$ cat src/hdl/rx_ctrl_pkg.sv
// Package with the register map, field positions and timing of the receive control block.
package rx_ctrl_pkg;

    // Byte addresses of the registers on the Avalon-MM slave.
    localparam logic [7:0] ADDR_CONTROL_STATUS = 8'h00;
    localparam logic [7:0] ADDR_RECEIVE_DATA = 8'h04;
    localparam logic [7:0] ADDR_MODE = 8'h08;
    localparam logic [7:0] ADDR_IRQ_STATUS = 8'h0c;
    localparam logic [7:0] ADDR_IRQ_MASK = 8'h10;

    // Field positions in receive_control_status.
    localparam int NINE_BIT_POS = 6;
    localparam int SINGLE_POS = 5;
    localparam int CONTINUOUS_POS = 4;
    localparam int ADDRESS_DETECT_POS = 3;
    localparam int FRAMING_POS = 2;
    localparam int OVERRUN_POS = 1;
    localparam int NINTH_BIT_POS = 0;

    // Field positions in the mode register.
    localparam int SYNC_MODE_POS = 0;
    localparam int MASTER_POS = 1;

    // Field positions in the interrupt status and mask registers.
    localparam int IRQ_WORD_POS = 0;
    localparam int IRQ_FRAMING_POS = 1;
    localparam int IRQ_OVERRUN_POS = 2;

    // Values after reset.
    localparam logic [7:0] CONTROL_RESET = 8'h00;
    localparam logic [1:0] MODE_RESET = 2'h0;
    localparam logic [2:0] IRQ_RESET = 3'h0;

    // Serial timing: one bit lasts BIT_TIME_NS at a clock of CLK_PERIOD_NS.
    localparam int CLK_PERIOD_NS = 25;
    localparam int BIT_TIME_NS = 400;
    localparam int BIT_CYCLES = BIT_TIME_NS / CLK_PERIOD_NS;
    localparam int HALF_CYCLES = BIT_CYCLES / 2;
    localparam logic [7:0] BIT_LOAD = 8'(BIT_CYCLES - 1);
    localparam logic [7:0] HALF_LOAD = 8'(HALF_CYCLES - 1);

    typedef enum logic [3:0] {
        RX_IDLE = 4'h1,
        RX_START = 4'h2,
        RX_DATA = 4'h4,
        RX_STOP = 4'h8
    } rx_state_t;

endpackage

$ cat src/hdl/serial_shift_receiver.sv
// Serial shift engine that assembles 8- or 9-bit words, asynchronous or clocked.
`timescale 1ns/10ps
`default_nettype none
module serial_shift_receiver (
    // Clock and reset.
    input wire logic clk,
    input wire logic nrst,
    // Configuration.
    input wire logic enable,
    input wire logic sync_mode,
    input wire logic master,
    input wire logic nine_bit,
    // Serial pins.
    input wire logic data_in,
    input wire logic sclk_in,
    output logic sclk_out,
    output logic sclk_oe,
    // Completed word.
    output logic word_done,
    output logic [8:0] word,
    output logic frame_error
);
    rx_ctrl_pkg::rx_state_t state;
    logic [7:0] cnt;
    logic [3:0] bitn;
    logic [8:0] shreg;
    logic sclk_prev;

    wire cnt_zero = cnt == 8'h00;
    wire last_bit = bitn == (nine_bit ? 4'h8 : 4'h7);
    wire slave_edge = sclk_in & ~sclk_prev;
    wire master_edge = cnt_zero & ~sclk_out;
    wire sync_sample = master ? master_edge : slave_edge;
    wire [8:0] next_shreg = {data_in, shreg[8:1]};
    wire [8:0] aligned = nine_bit ? shreg : {1'b0, shreg[8:1]};
    wire [8:0] next_aligned = nine_bit ? next_shreg : {1'b0, next_shreg[8:1]};

    always_ff @(posedge clk or negedge nrst) begin
        if (!nrst) begin
            state <= rx_ctrl_pkg::RX_IDLE;
            cnt <= 8'h00;
            bitn <= 4'h0;
            shreg <= 9'h000;
            sclk_prev <= 1'b0;
            sclk_out <= 1'b0;
            sclk_oe <= 1'b0;
            word_done <= 1'b0;
            word <= 9'h000;
            frame_error <= 1'b0;
        end else if (!enable) begin
            // A disabled receiver abandons any partial word.
            state <= rx_ctrl_pkg::RX_IDLE;
            sclk_out <= 1'b0;
            sclk_oe <= 1'b0;
            word_done <= 1'b0;
            sclk_prev <= sclk_in;
        end else begin
            word_done <= 1'b0;
            sclk_prev <= sclk_in;
            sclk_oe <= sync_mode & master;
            unique case (state)
                rx_ctrl_pkg::RX_IDLE: begin
                    sclk_out <= 1'b0;
                    bitn <= 4'h0;
                    if (sync_mode) begin
                        state <= rx_ctrl_pkg::RX_DATA;
                        cnt <= rx_ctrl_pkg::HALF_LOAD;
                    end else if (!data_in) begin
                        state <= rx_ctrl_pkg::RX_START;
                        cnt <= rx_ctrl_pkg::HALF_LOAD;
                    end
                end
                rx_ctrl_pkg::RX_START: begin
                    // Start bit is checked mid-bit so a glitch is not taken for a frame.
                    if (!cnt_zero) begin
                        cnt <= cnt - 8'h01;
                    end else if (!data_in) begin
                        state <= rx_ctrl_pkg::RX_DATA;
                        cnt <= rx_ctrl_pkg::BIT_LOAD;
                    end else begin
                        state <= rx_ctrl_pkg::RX_IDLE;
                    end
                end
                rx_ctrl_pkg::RX_DATA: begin
                    if (sync_mode) begin
                        if (master) begin
                            cnt <= cnt_zero ? rx_ctrl_pkg::HALF_LOAD : cnt - 8'h01;
                            sclk_out <= cnt_zero ? ~sclk_out : sclk_out;
                        end
                        if (sync_sample) begin
                            shreg <= next_shreg;
                            bitn <= bitn + 4'h1;
                            if (last_bit) begin
                                word <= next_aligned;
                                word_done <= 1'b1;
                                frame_error <= 1'b0;
                                state <= rx_ctrl_pkg::RX_IDLE;
                            end
                        end
                    end else if (cnt_zero) begin
                        shreg <= next_shreg;
                        cnt <= rx_ctrl_pkg::BIT_LOAD;
                        bitn <= bitn + 4'h1;
                        if (last_bit) begin
                            state <= rx_ctrl_pkg::RX_STOP;
                        end
                    end else begin
                        cnt <= cnt - 8'h01;
                    end
                end
                rx_ctrl_pkg::RX_STOP: begin
                    if (cnt_zero) begin
                        word <= aligned;
                        frame_error <= ~data_in;
                        word_done <= 1'b1;
                        state <= rx_ctrl_pkg::RX_IDLE;
                    end else begin
                        cnt <= cnt - 8'h01;
                    end
                end
            endcase
        end
    end
endmodule
`default_nettype wire

$ cat src/hdl/serial_receive_control_status.sv
// Receive control and status register block with Avalon-MM slave and interrupt.
//
// Contract
// The single-receive enable starts exactly one word, only in synchronous master mode.
// In synchronous master mode hardware clears the single-receive enable after the word.
// In asynchronous mode the continuous-receive enable switches the receiver on and off.
// In synchronous mode continuous receive runs until cleared and overrides single receive.
// With 9-bit asynchronous address detection only words with the ninth bit set are taken.
// Without address detection every word is taken and the ninth bit is kept as parity.
// Address detection is ignored in 8-bit asynchronous and in synchronous mode.
// The framing flag is set by a framing error and updated with the next word loaded.
// The overrun flag is set on overrun and cleared only by clearing continuous receive.
// A word completing while the buffer is still unread is an overrun and is discarded.
// The nine-bit select chooses 9-bit or 8-bit words and with it address detection.
// Parity in the ninth bit is computed and checked by software, not by hardware.
`timescale 1ns/10ps
`default_nettype none
module serial_receive_control_status (
    // Clock and reset.
    input wire logic clk,
    input wire logic nrst,
    // Avalon-MM slave.
    input wire logic [7:0] address,
    input wire logic read,
    input wire logic write,
    input wire logic [31:0] writedata,
    output logic [31:0] readdata,
    output logic waitrequest,
    // Serial receive line and synchronous clock pin.
    input wire logic rx_data_in,
    input wire logic sclk_in,
    output logic sclk_out,
    output logic sclk_oe,
    // Interrupt.
    output logic irq
);

    ////////////////////////////////////////////////////////////////////////////////
    // State.

    logic nine_bit_receive_select;
    logic single_receive_enable;
    logic continuous_receive_enable;
    logic address_detect_enable;
    logic framing_error_flag;
    logic overrun_error_flag;
    logic received_ninth_bit;
    logic sync_mode;
    logic master;
    logic [7:0] receive_data_register;
    logic buffer_full;
    logic [2:0] irq_status;
    logic [2:0] irq_mask;

    logic word_done;
    logic [8:0] word;
    logic frame_error;

    ////////////////////////////////////////////////////////////////////////////////
    // Bus decode.

    // Waitrequest drops for one cycle after a request is seen; the access
    // takes effect at the edge that ends that cycle.
    wire request = read | write;
    wire accept = request & ~waitrequest;
    wire wr_accept = write & accept;
    wire rd_accept = read & accept;

    wire sel_control = address == rx_ctrl_pkg::ADDR_CONTROL_STATUS;
    wire sel_data = address == rx_ctrl_pkg::ADDR_RECEIVE_DATA;
    wire sel_mode = address == rx_ctrl_pkg::ADDR_MODE;
    wire sel_status = address == rx_ctrl_pkg::ADDR_IRQ_STATUS;
    wire sel_mask = address == rx_ctrl_pkg::ADDR_IRQ_MASK;

    wire wr_control = wr_accept & sel_control;
    wire wr_mode = wr_accept & sel_mode;
    wire wr_status = wr_accept & sel_status;
    wire wr_mask = wr_accept & sel_mask;
    wire rd_data = rd_accept & sel_data;

    wire [7:0] control_view = {
        1'b0,
        nine_bit_receive_select,
        single_receive_enable,
        continuous_receive_enable,
        address_detect_enable,
        framing_error_flag,
        overrun_error_flag,
        received_ninth_bit
    };

    wire [31:0] read_mux =
        sel_control ? {24'h000000, control_view} :
        sel_data ? {24'h000000, receive_data_register} :
        sel_mode ? {30'h0, master, sync_mode} :
        sel_status ? {29'h0, irq_status} :
        sel_mask ? {29'h0, irq_mask} :
        32'h00000000;

    ////////////////////////////////////////////////////////////////////////////////
    // Receiver enable and word acceptance.

    wire sync_master = sync_mode & master;
    wire single_active = sync_master & single_receive_enable;
    // Continuous receive overrides single receive in every mode.
    wire receiver_on = continuous_receive_enable | single_active; // see

    // Address detection only means something for 9-bit asynchronous words.
    wire address_filter = ~sync_mode & nine_bit_receive_select
        & address_detect_enable; // see
    wire word_wanted = ~address_filter | word[8]; // see
    wire word_taken = word_done & word_wanted;
    wire overrun_event = word_taken & buffer_full;
    wire load_event = word_taken & ~buffer_full;
    wire framing_event = load_event & frame_error;

    ////////////////////////////////////////////////////////////////////////////////
    // Next values of the control fields.

    wire next_single =
        wr_control ? writedata[rx_ctrl_pkg::SINGLE_POS] :
        (sync_master & word_done) ? 1'b0 :
        single_receive_enable;

    wire next_continuous =
        wr_control ? writedata[rx_ctrl_pkg::CONTINUOUS_POS] :
        continuous_receive_enable;

    // Overrun holds until software clears continuous; a new overrun wins.
    wire next_overrun =
        overrun_event ? 1'b1 :
        wr_control & ~next_continuous ? 1'b0 :
        overrun_error_flag;

    wire next_framing = load_event ? frame_error : framing_error_flag;

    // Ninth bit is stored raw; any parity check on it is for software.
    wire next_ninth = load_event ? word[8] : received_ninth_bit; // see

    wire next_full = load_event ? 1'b1 : rd_data ? 1'b0 : buffer_full;

    wire [2:0] irq_events = {overrun_event, framing_event, load_event};
    wire [2:0] irq_clear = wr_status ? writedata[2:0] : 3'h0;
    // A new event in the same cycle as its clear keeps the bit set.
    wire [2:0] next_irq_status = (irq_status & ~irq_clear) | irq_events;
    wire next_irq = |(next_irq_status & irq_mask);

    ////////////////////////////////////////////////////////////////////////////////
    // Bus response registers.

    always_ff @(posedge clk or negedge nrst) begin
        if (!nrst) begin
            waitrequest <= 1'b1;
            readdata <= 32'h00000000;
        end else begin
            waitrequest <= ~(request & waitrequest);
            if (request & waitrequest) begin
                readdata <= read_mux;
            end
        end
    end

    ////////////////////////////////////////////////////////////////////////////////
    // Control fields written by software.

    always_ff @(posedge clk or negedge nrst) begin
        if (!nrst) begin
            nine_bit_receive_select <= rx_ctrl_pkg::CONTROL_RESET[rx_ctrl_pkg::NINE_BIT_POS];
            address_detect_enable <= rx_ctrl_pkg::CONTROL_RESET[rx_ctrl_pkg::ADDRESS_DETECT_POS];
        end else if (wr_control) begin
            nine_bit_receive_select <= writedata[rx_ctrl_pkg::NINE_BIT_POS];
            address_detect_enable <= writedata[rx_ctrl_pkg::ADDRESS_DETECT_POS];
        end
    end

    always_ff @(posedge clk or negedge nrst) begin
        if (!nrst) begin
            single_receive_enable <= rx_ctrl_pkg::CONTROL_RESET[rx_ctrl_pkg::SINGLE_POS];
            continuous_receive_enable <= rx_ctrl_pkg::CONTROL_RESET[rx_ctrl_pkg::CONTINUOUS_POS];
        end else begin
            single_receive_enable <= next_single;
            continuous_receive_enable <= next_continuous;
        end
    end

    always_ff @(posedge clk or negedge nrst) begin
        if (!nrst) begin
            sync_mode <= rx_ctrl_pkg::MODE_RESET[rx_ctrl_pkg::SYNC_MODE_POS];
            master <= rx_ctrl_pkg::MODE_RESET[rx_ctrl_pkg::MASTER_POS];
        end else if (wr_mode) begin
            sync_mode <= writedata[rx_ctrl_pkg::SYNC_MODE_POS];
            master <= writedata[rx_ctrl_pkg::MASTER_POS];
        end
    end

    ////////////////////////////////////////////////////////////////////////////////
    // Status flags and receive buffer.

    always_ff @(posedge clk or negedge nrst) begin
        if (!nrst) begin
            framing_error_flag <= rx_ctrl_pkg::CONTROL_RESET[rx_ctrl_pkg::FRAMING_POS];
            overrun_error_flag <= rx_ctrl_pkg::CONTROL_RESET[rx_ctrl_pkg::OVERRUN_POS];
            received_ninth_bit <= rx_ctrl_pkg::CONTROL_RESET[rx_ctrl_pkg::NINTH_BIT_POS];
        end else begin
            framing_error_flag <= next_framing;
            overrun_error_flag <= next_overrun;
            received_ninth_bit <= next_ninth;
        end
    end

    // The overrun word is dropped so the unread word stays intact.
    always_ff @(posedge clk or negedge nrst) begin
        if (!nrst) begin
            receive_data_register <= 8'h00;
            buffer_full <= 1'b0;
        end else begin
            buffer_full <= next_full;
            if (load_event) begin
                receive_data_register <= word[7:0]; // see
            end
        end
    end

    ////////////////////////////////////////////////////////////////////////////////
    // Interrupts.

    always_ff @(posedge clk or negedge nrst) begin
        if (!nrst) begin
            irq_status <= rx_ctrl_pkg::IRQ_RESET;
            irq_mask <= rx_ctrl_pkg::IRQ_RESET;
        end else begin
            irq_status <= next_irq_status;
            if (wr_mask) begin
                irq_mask <= writedata[2:0];
            end
        end
    end

    // Registered so the line cannot glitch; it is built from the next status value, so it changes in the same cycle as the status bit.
    always_ff @(posedge clk or negedge nrst) begin
        if (!nrst) begin
            irq <= 1'b0;
        end else begin
            irq <= next_irq;
        end
    end

    ////////////////////////////////////////////////////////////////////////////////
    // Shift engine.

    serial_shift_receiver shifter (
        .clk(clk),
        .nrst(nrst),
        .enable(receiver_on),
        .sync_mode(sync_mode),
        .master(master),
        .nine_bit(nine_bit_receive_select),
        .data_in(rx_data_in),
        .sclk_in(sclk_in),
        .sclk_out(sclk_out),
        .sclk_oe(sclk_oe),
        .word_done(word_done),
        .word(word),
        .frame_error(frame_error)
    );

endmodule
`default_nettype wire

$ cat config.mk
export PLATFORM = sky130hd
export DESIGN_NAME = serial_receive_control_status
export DESIGN_NICKNAME = d
export VERILOG_FILES = /design/src/hdl/rx_ctrl_pkg.sv /design/src/hdl/serial_shift_receiver.sv /design/src/hdl/serial_receive_control_status.sv
export SDC_FILE = /design/constraint.sdc
export NUM_CORES = 1
export LEC_CHECK = 0
export BUFFER_PORTS_ARGS = -buffer_cell sky130_fd_sc_hd__buf_2
export CAP_MARGIN = 20
export CORE_MARGIN = 5
export CORE_UTILIZATION = 55
export CTS_CLUSTER_DIAMETER = 80
export CTS_CLUSTER_SIZE = 16
export DETAILED_ROUTE_END_ITERATION = 7
export PLACE_DENSITY = 0.8
export SLEW_MARGIN = 10
export SYNTH_ARGS = -nofsm -noshare
export SYNTH_HDL_FRONTEND = slang
export SYNTH_SLANG_ARGS = --single-unit
$ cat constraint.sdc
create_clock -name clk -period 3.25 [get_ports clk]
set_input_delay 0.325 -clock clk [delete_from_list [all_inputs] [get_ports clk]]
set_output_delay 0.325 -clock clk [all_outputs]
set_load 0.005 [all_outputs]
==> results of run 1 <==
-- placed cells by master (no fill, tap or decap), drive strengths merged, types with 3 or more instances in the layout --
master,netlist,layout
nor2b,7,7
mux2i,14,14
conb,1,24
nand2,27,27
clkbuf,8,9
o21a,3,3
nand3,7,7
a21oi,11,11
inv,11,13
o21ai,24,24
o22ai,4,4
or4b,5,5
buf,35,36
o211ai,3,3
and3b,3,3
a21o,7,7
nor4b,3,3
nor3,10,10
a22o,6,6
and2,4,4
or3,6,6
a22oi,5,5
dfrtp,71,71
nand3b,3,3
or2,3,3
mux2,36,36
a211oi,3,3
a31oi,4,4
nor3b,4,4
nor2,18,18
-- layout make-up --
cell class,count,area share (%)
inverters,11,0.934
well taps,99,2.80
clock inverters,7,2.32
flip-flops and latches,73,41.4
repair buffers,36,4.36
clock buffers,9,2.80
multi-input cells,281,45.4
-- cells by family after synthesis --
logic type	after synthesis
fa+ha+maj	2
buf+inv	54
mux	50
other cells	1
xor+xnor	1
flops	73
simple gates	112
compound gates	92
-- power breakdown --
group          internal [mW]  switching, mW
registers              0.930         0.0252
clock network          0.440          0.367
logic                 0.0445         0.0753
-- metal layers --
metal | wire (um) | part of all wire, %
met1 | 3800 | 46
met2 | 3850 | 47
met3 | 450 | 5.4
met4 | 155 | 1.9
met5 | 0 | 0
-- worst reg2reg max path, delay by kind of cell, from the launching register on --
kind | cells | cell delay (ns)
AO/OA/AOI/OAI | 2 | 0.60
adder cells (fa/ha/maj) | 1 | 0.21
AND/OR/NAND/NOR | 2 | 0.74
multiplexers | 1 | 0.36
flip-flops | 1 | 0.41
buffers and inverters | 1 | 0.07
-- path summary, 6_finish.rpt --
check	from	end	slack [ns]	cells after the start
min in group clk	sclk_in	shifter.sclk_prev	0.10	1
max in group asynchronous	nrst	readdata[0]	2.56	1
min reg2reg	readdata[3]	readdata[3]	0.48	2
min	nrst	shifter.state[1]	0.09	1
max	shifter.cnt[0]	shifter.word[8]	0.76	7
max reg2reg	shifter.cnt[0]	shifter.word[8]	0.76	7
-- stage by stage --
step / cells / util, % / total power, mW
after floorplan: 408 / - / 1.06
after global placement: 500 / 58.1 / 1.09
after detailed placement: 500 / 58.1 / 1.09
after CTS: 516 / 61.3 / 1.89
after global routing: 516 / 61.3 / 1.95
final: 516 / 61.3 / 1.88
-- state kept, by name (all words and copies together) (netlist names), 3 cells and up --
| register | cells |
|---|---|
| irq_mask | 3 |
| irq_status | 3 |
| readdata | 8 |
| receive_data_register | 8 |
| shifter.bitn | 4 |
| shifter.cnt | 8 |
| shifter.shreg | 9 |
| shifter.state | 4 |
| shifter.word | 9 |
==> impl_metrics.ini, run 1 <==
[outcome]
status = complete, no violations

[job]
maxCapViolations = 0

[worst_setup_path]
endpoint_kind = flop
critPathArrivalTime_ns = 2.73
path_max_fanout = 10
worst-path-buf-inv = 1
start_kind = flop
critical_path.max_stage_delay_ns = 0.55
cp.required_ns = 3.49
worstSetupPathType = flop to flop
cpMaxStageDelayCell = or4b_4
crit_path_cell_trace = inv_1 > ha_1 > or4b_4 > nor2_8 > a21oi_2 > o41a_1 > mux2_4
crit_family = simple AND/OR/NAND/NOR gates

[timing]
setup_viol = 0
fin_tns_setup_ns = 0
fin_crit_sh_pct = 76.7
hold_viol = 0
fin_ws_ns = 0.757
max-slew-margin-rel_pct = 34.3
grt_setup_unrepaired = no
finalCriticalPeriod_ns = 2.49
skew_ns = 0.00425
tightest_slew_ns = 0.978
max_freq_ghz = 0.401
fin_hold_ws_ns = 0.0943
drv_slew = 0

[global_route]
grt_remaining_overflow = 0
grt_max_degree = 74
use_met1_pct = 26.5
grt_pass1_vias = 2772
grt_use_total_pct = 19.1
globalRouteMet3Util_pct = 3.52
grt_busiest_layer = met2
use_met2_pct = 28.9
antenna_found_initial = 0
grt_pass1_wl_um = 13600

[cts]
clk_pin_slew_ns = 0.08
clkSinkCount = 73
hold_buffers = 0
cts_resized = 0
cts_tree = yes
clockBufferDepth = 2
post_cts_buffers = 0
cts_root_buffer = clkbuf_8
cts_buffers = 9
htreeDepth = 3
clk_latency_ns = 0.35

[detailed_routing]
vias = 3004
ant_nets = 0
vias_per_cell = 5.82
drtIter0Drc = 231
remaining_drc_errors = 0
routedWlPerCell_um = 16.0
dr.pass1.iters = 4
drt_wl_total_um = 8260

[yosys]
synth-simple-area-share_pct = 16.6
synth_async_sr_flop_share_pct = 100
netlist_instances = 385
synth_area_leaders = dfrtp_1 (44%), mux2_2 (9.1%), buf_4 (4.4%)
netlist_area_mm2 = 0.00406
ys_ff_latch = 73
yosysUniqueCellTypes = 72
synth_commonest_cells = dfrtp_1 (71), mux2_2 (33), nand2_1 (27)
synth-compound-area-share_pct = 16.0
yosysTopAreaCell = dfrtp_1
synthAdderAreaFrac_pct = 0.616
synth-edff-count = 0
synth.most_common_cell = dfrtp_1
synth_top_family_by_area = simple AND/OR/NAND/NOR gates
synth_top_area_share_pct = 43.7
yosysSeqAreaShare_pct = 45.0
avgSynthCellArea_um2 = 10.6
synth-main-ff-cell = dfrtp_1
synthMuxAreaShare_pct = 13.6
yosys.area_share.xor_xnor_pct = 0.216
yosys_warnings = 0

[place]
port_buffers = 32
gp_congestion = 0.894
placed_cell_area_mm2 = 0.00419
post-place-ws_ns = 0.761
dpl.hpwl_um = 5840

[power_and_ir_drop]
peakVddDrop_mv = 0.271
leakage_nw = 2.00
powerDensity_mw_per_mm2 = 426

[cells_and_area]
layout-drive-gt1-share_pct = 25.4
area_delta_synth_final_pct = 8.78
antennaDiodeCount = 0
nets = 460
multiInputGateArea_mm2 = 0.00201
seqCellArea_mm2 = 0.00183
fin_area_mm2 = 0.00442
fillers = 558

[floorplanning]
die_y_um = 95.9
start_util_pct = 56.3
die_w_um = 95.9
core_mm2 = 0.00721
fp-row-count = 31
boundaryPins = 82
die-area_mm2 = 0.00921

[min_path]
hold_path.class = input port to asynchronous set/reset pin
(Power assumes the default switching activity.)
==> inputs of run 2 (changes only) <==
- clock period: 3.25 -> 2.5 ns (I/O delays scaled with it)
==> run 2 against run 1 <==
Critical endpoint unchanged; sequential cell count stayed put; power up 27%; combinational power grew 37%; maximum frequency is 4.4% higher; sequential power grew 30%; first-iteration DRC count up 34%; final cell count up 2.3%; largest power group unchanged; core utilization up 1.2 points; critical path depth did not move; register-to-register slack worse by 0.65 ns; via count up 1.1%; clock power increased by 22%.
==> impl_metrics.ini, run 2 (same netlist as run 1, synthesis figures left out) <==
[outcome]
status = complete, no violations

[cts]
htreeDepth = 3
clockBufferDepth = 2
clkSinkCount = 73
clk_pin_slew_ns = 0.08
cts_tree = yes
cts_buffers = 9
clk_latency_ns = 0.34
cts_root_buffer = clkbuf_8

[cells_and_area]
layout-drive-gt1-share_pct = 27.5
area_delta_synth_final_pct = 10.9
fillers = 578
post-route-util_pct = 62.5
nets = 473
final_common_cell = dfrtp_1
antennaDiodeCount = 0
multiInputGateArea_mm2 = 0.00201
fin_area_mm2 = 0.00451
stdcell_count = 528
seqCellArea_mm2 = 0.00183
reg.largest.list = shifter.shreg (9), shifter.word (9)
final_cell_mix = dfrtp_1 (71), mux2_2 (33), buf_2 (31), nand2_1 (27), conb_1 (24)

[place]
gp_congestion = 0.933
placed_cell_area_mm2 = 0.00428
dpl.cell_count = 512
dpl.hpwl_um = 6090
post-place-ws_ns = 0.0449
port_buffers = 32

[job]
maxCapViolations = 0

[worst_setup_path]
critPathArrivalTime_ns = 2.61
worstSetupPathType = flop to flop
critical_path.max_stage_delay_ns = 0.52
crit_family = simple AND/OR/NAND/NOR gates
rr_endpoint = shifter.word[8]
path_max_fanout = 10
cp.required_ns = 2.72
r2r_start = shifter.cnt[1]
crit_path_cell_trace = inv_1 > ha_1 > or4b_4 > nor2_8 > a21oi_2 > o41a_1 > mux2_4
cpMaxStageDelayCell = or4b_4
endpoint_kind = flop
worst-path-buf-inv = 1
r2r_cells = 7
start_kind = flop
reg2reg_slack_ns = 0.11

[detailed_routing]
drtIter0Drc = 309
dr.pass1.iters = 4
remaining_drc_errors = 0
vias = 3037
ant_nets = 0
vias_per_cell = 5.75
routedWlPerCell_um = 15.6
drt_wl_total_um = 8250

[power_and_ir_drop]
powerDensity_mw_per_mm2 = 531
peakVddDrop_mv = 0.298
leakage_nw = 2.06
power_mw = 2.39

[timing]
setup_viol = 0
skew_ns = 0.00820
fin_hold_ws_ns = 0.0368
finalCriticalPeriod_ns = 2.39
hold_viol = 0
tightest_slew_ns = 0.914
drv_slew = 0
max_freq_ghz = 0.419
grt_setup_unrepaired = no
fin_ws_ns = 0.111
max-slew-margin-rel_pct = 39.1
fin_tns_setup_ns = 0
fin_crit_sh_pct = 95.6

[floorplanning]
fp-row-count = 31
die_y_um = 95.9
boundaryPins = 82
start_util_pct = 56.3
core_mm2 = 0.00721
die-area_mm2 = 0.00921
die_w_um = 95.9

[min_path]
hold_path.class = input port to asynchronous set/reset pin

[global_route]
grt_use_total_pct = 19.9
grt_pass1_vias = 2940
grt_remaining_overflow = 0
antenna_found_initial = 0
grt_max_degree = 74
grt_pass1_wl_um = 14200
[run 2: power by group]
| group | internal [mW] | switching, mW | total (mW) |
|---|---|---|---|
| Sequential | 1.21 | 0.0315 | 1.24 |
| Clock | 0.557 | 0.430 | 0.987 |
| Combinational | 0.0625 | 0.101 | 0.164 |
[run 2: worst max-delay path by stage]
| stage | start | end | cells after the start |
|---|---|---|---|
| after global routing | shifter.cnt[1] | shifter.word[8] | 8 |
| after CTS | shifter.cnt[0] | shifter.shreg[2] | 7 |
| after detailed placement | shifter.cnt[0] | shifter.shreg[2] | 7 |
| final | shifter.cnt[1] | shifter.word[8] | 7 |
| after global placement | shifter.cnt[0] | shifter.shreg[0] | 7 |
| after floorplan | shifter.cnt[0] | shifter.frame_error | 8 |
[run 2: repair_timing]
action / CTS / global route
endpoints found under the setup margin: 0 / 12
setup buffers: 0 / 1
gates resized for setup: 0 / 1
hold buffers: 0 / 0
[run 2: metal layers]
layer / wire, um / vias up / track usage, %
met5: 0 / - / 0
met4: 124 / 0 / 7.23
met1: 3620 / 1456 / 27.8
met3: 484 / 15 / 3.21
li1: - / 1457 / -
met2: 4020 / 109 / 31.3
[run 2: final cells by class]
type                       count  share of cell area (%)
tap                           99                    2.75
clock buffer                  10                    2.83
clock inverter                 5                    1.81
sequential                    73                    40.6
multi-input combinational    281                    44.7
timing repair buffer          49                    6.44
inverter                      11                   0.916
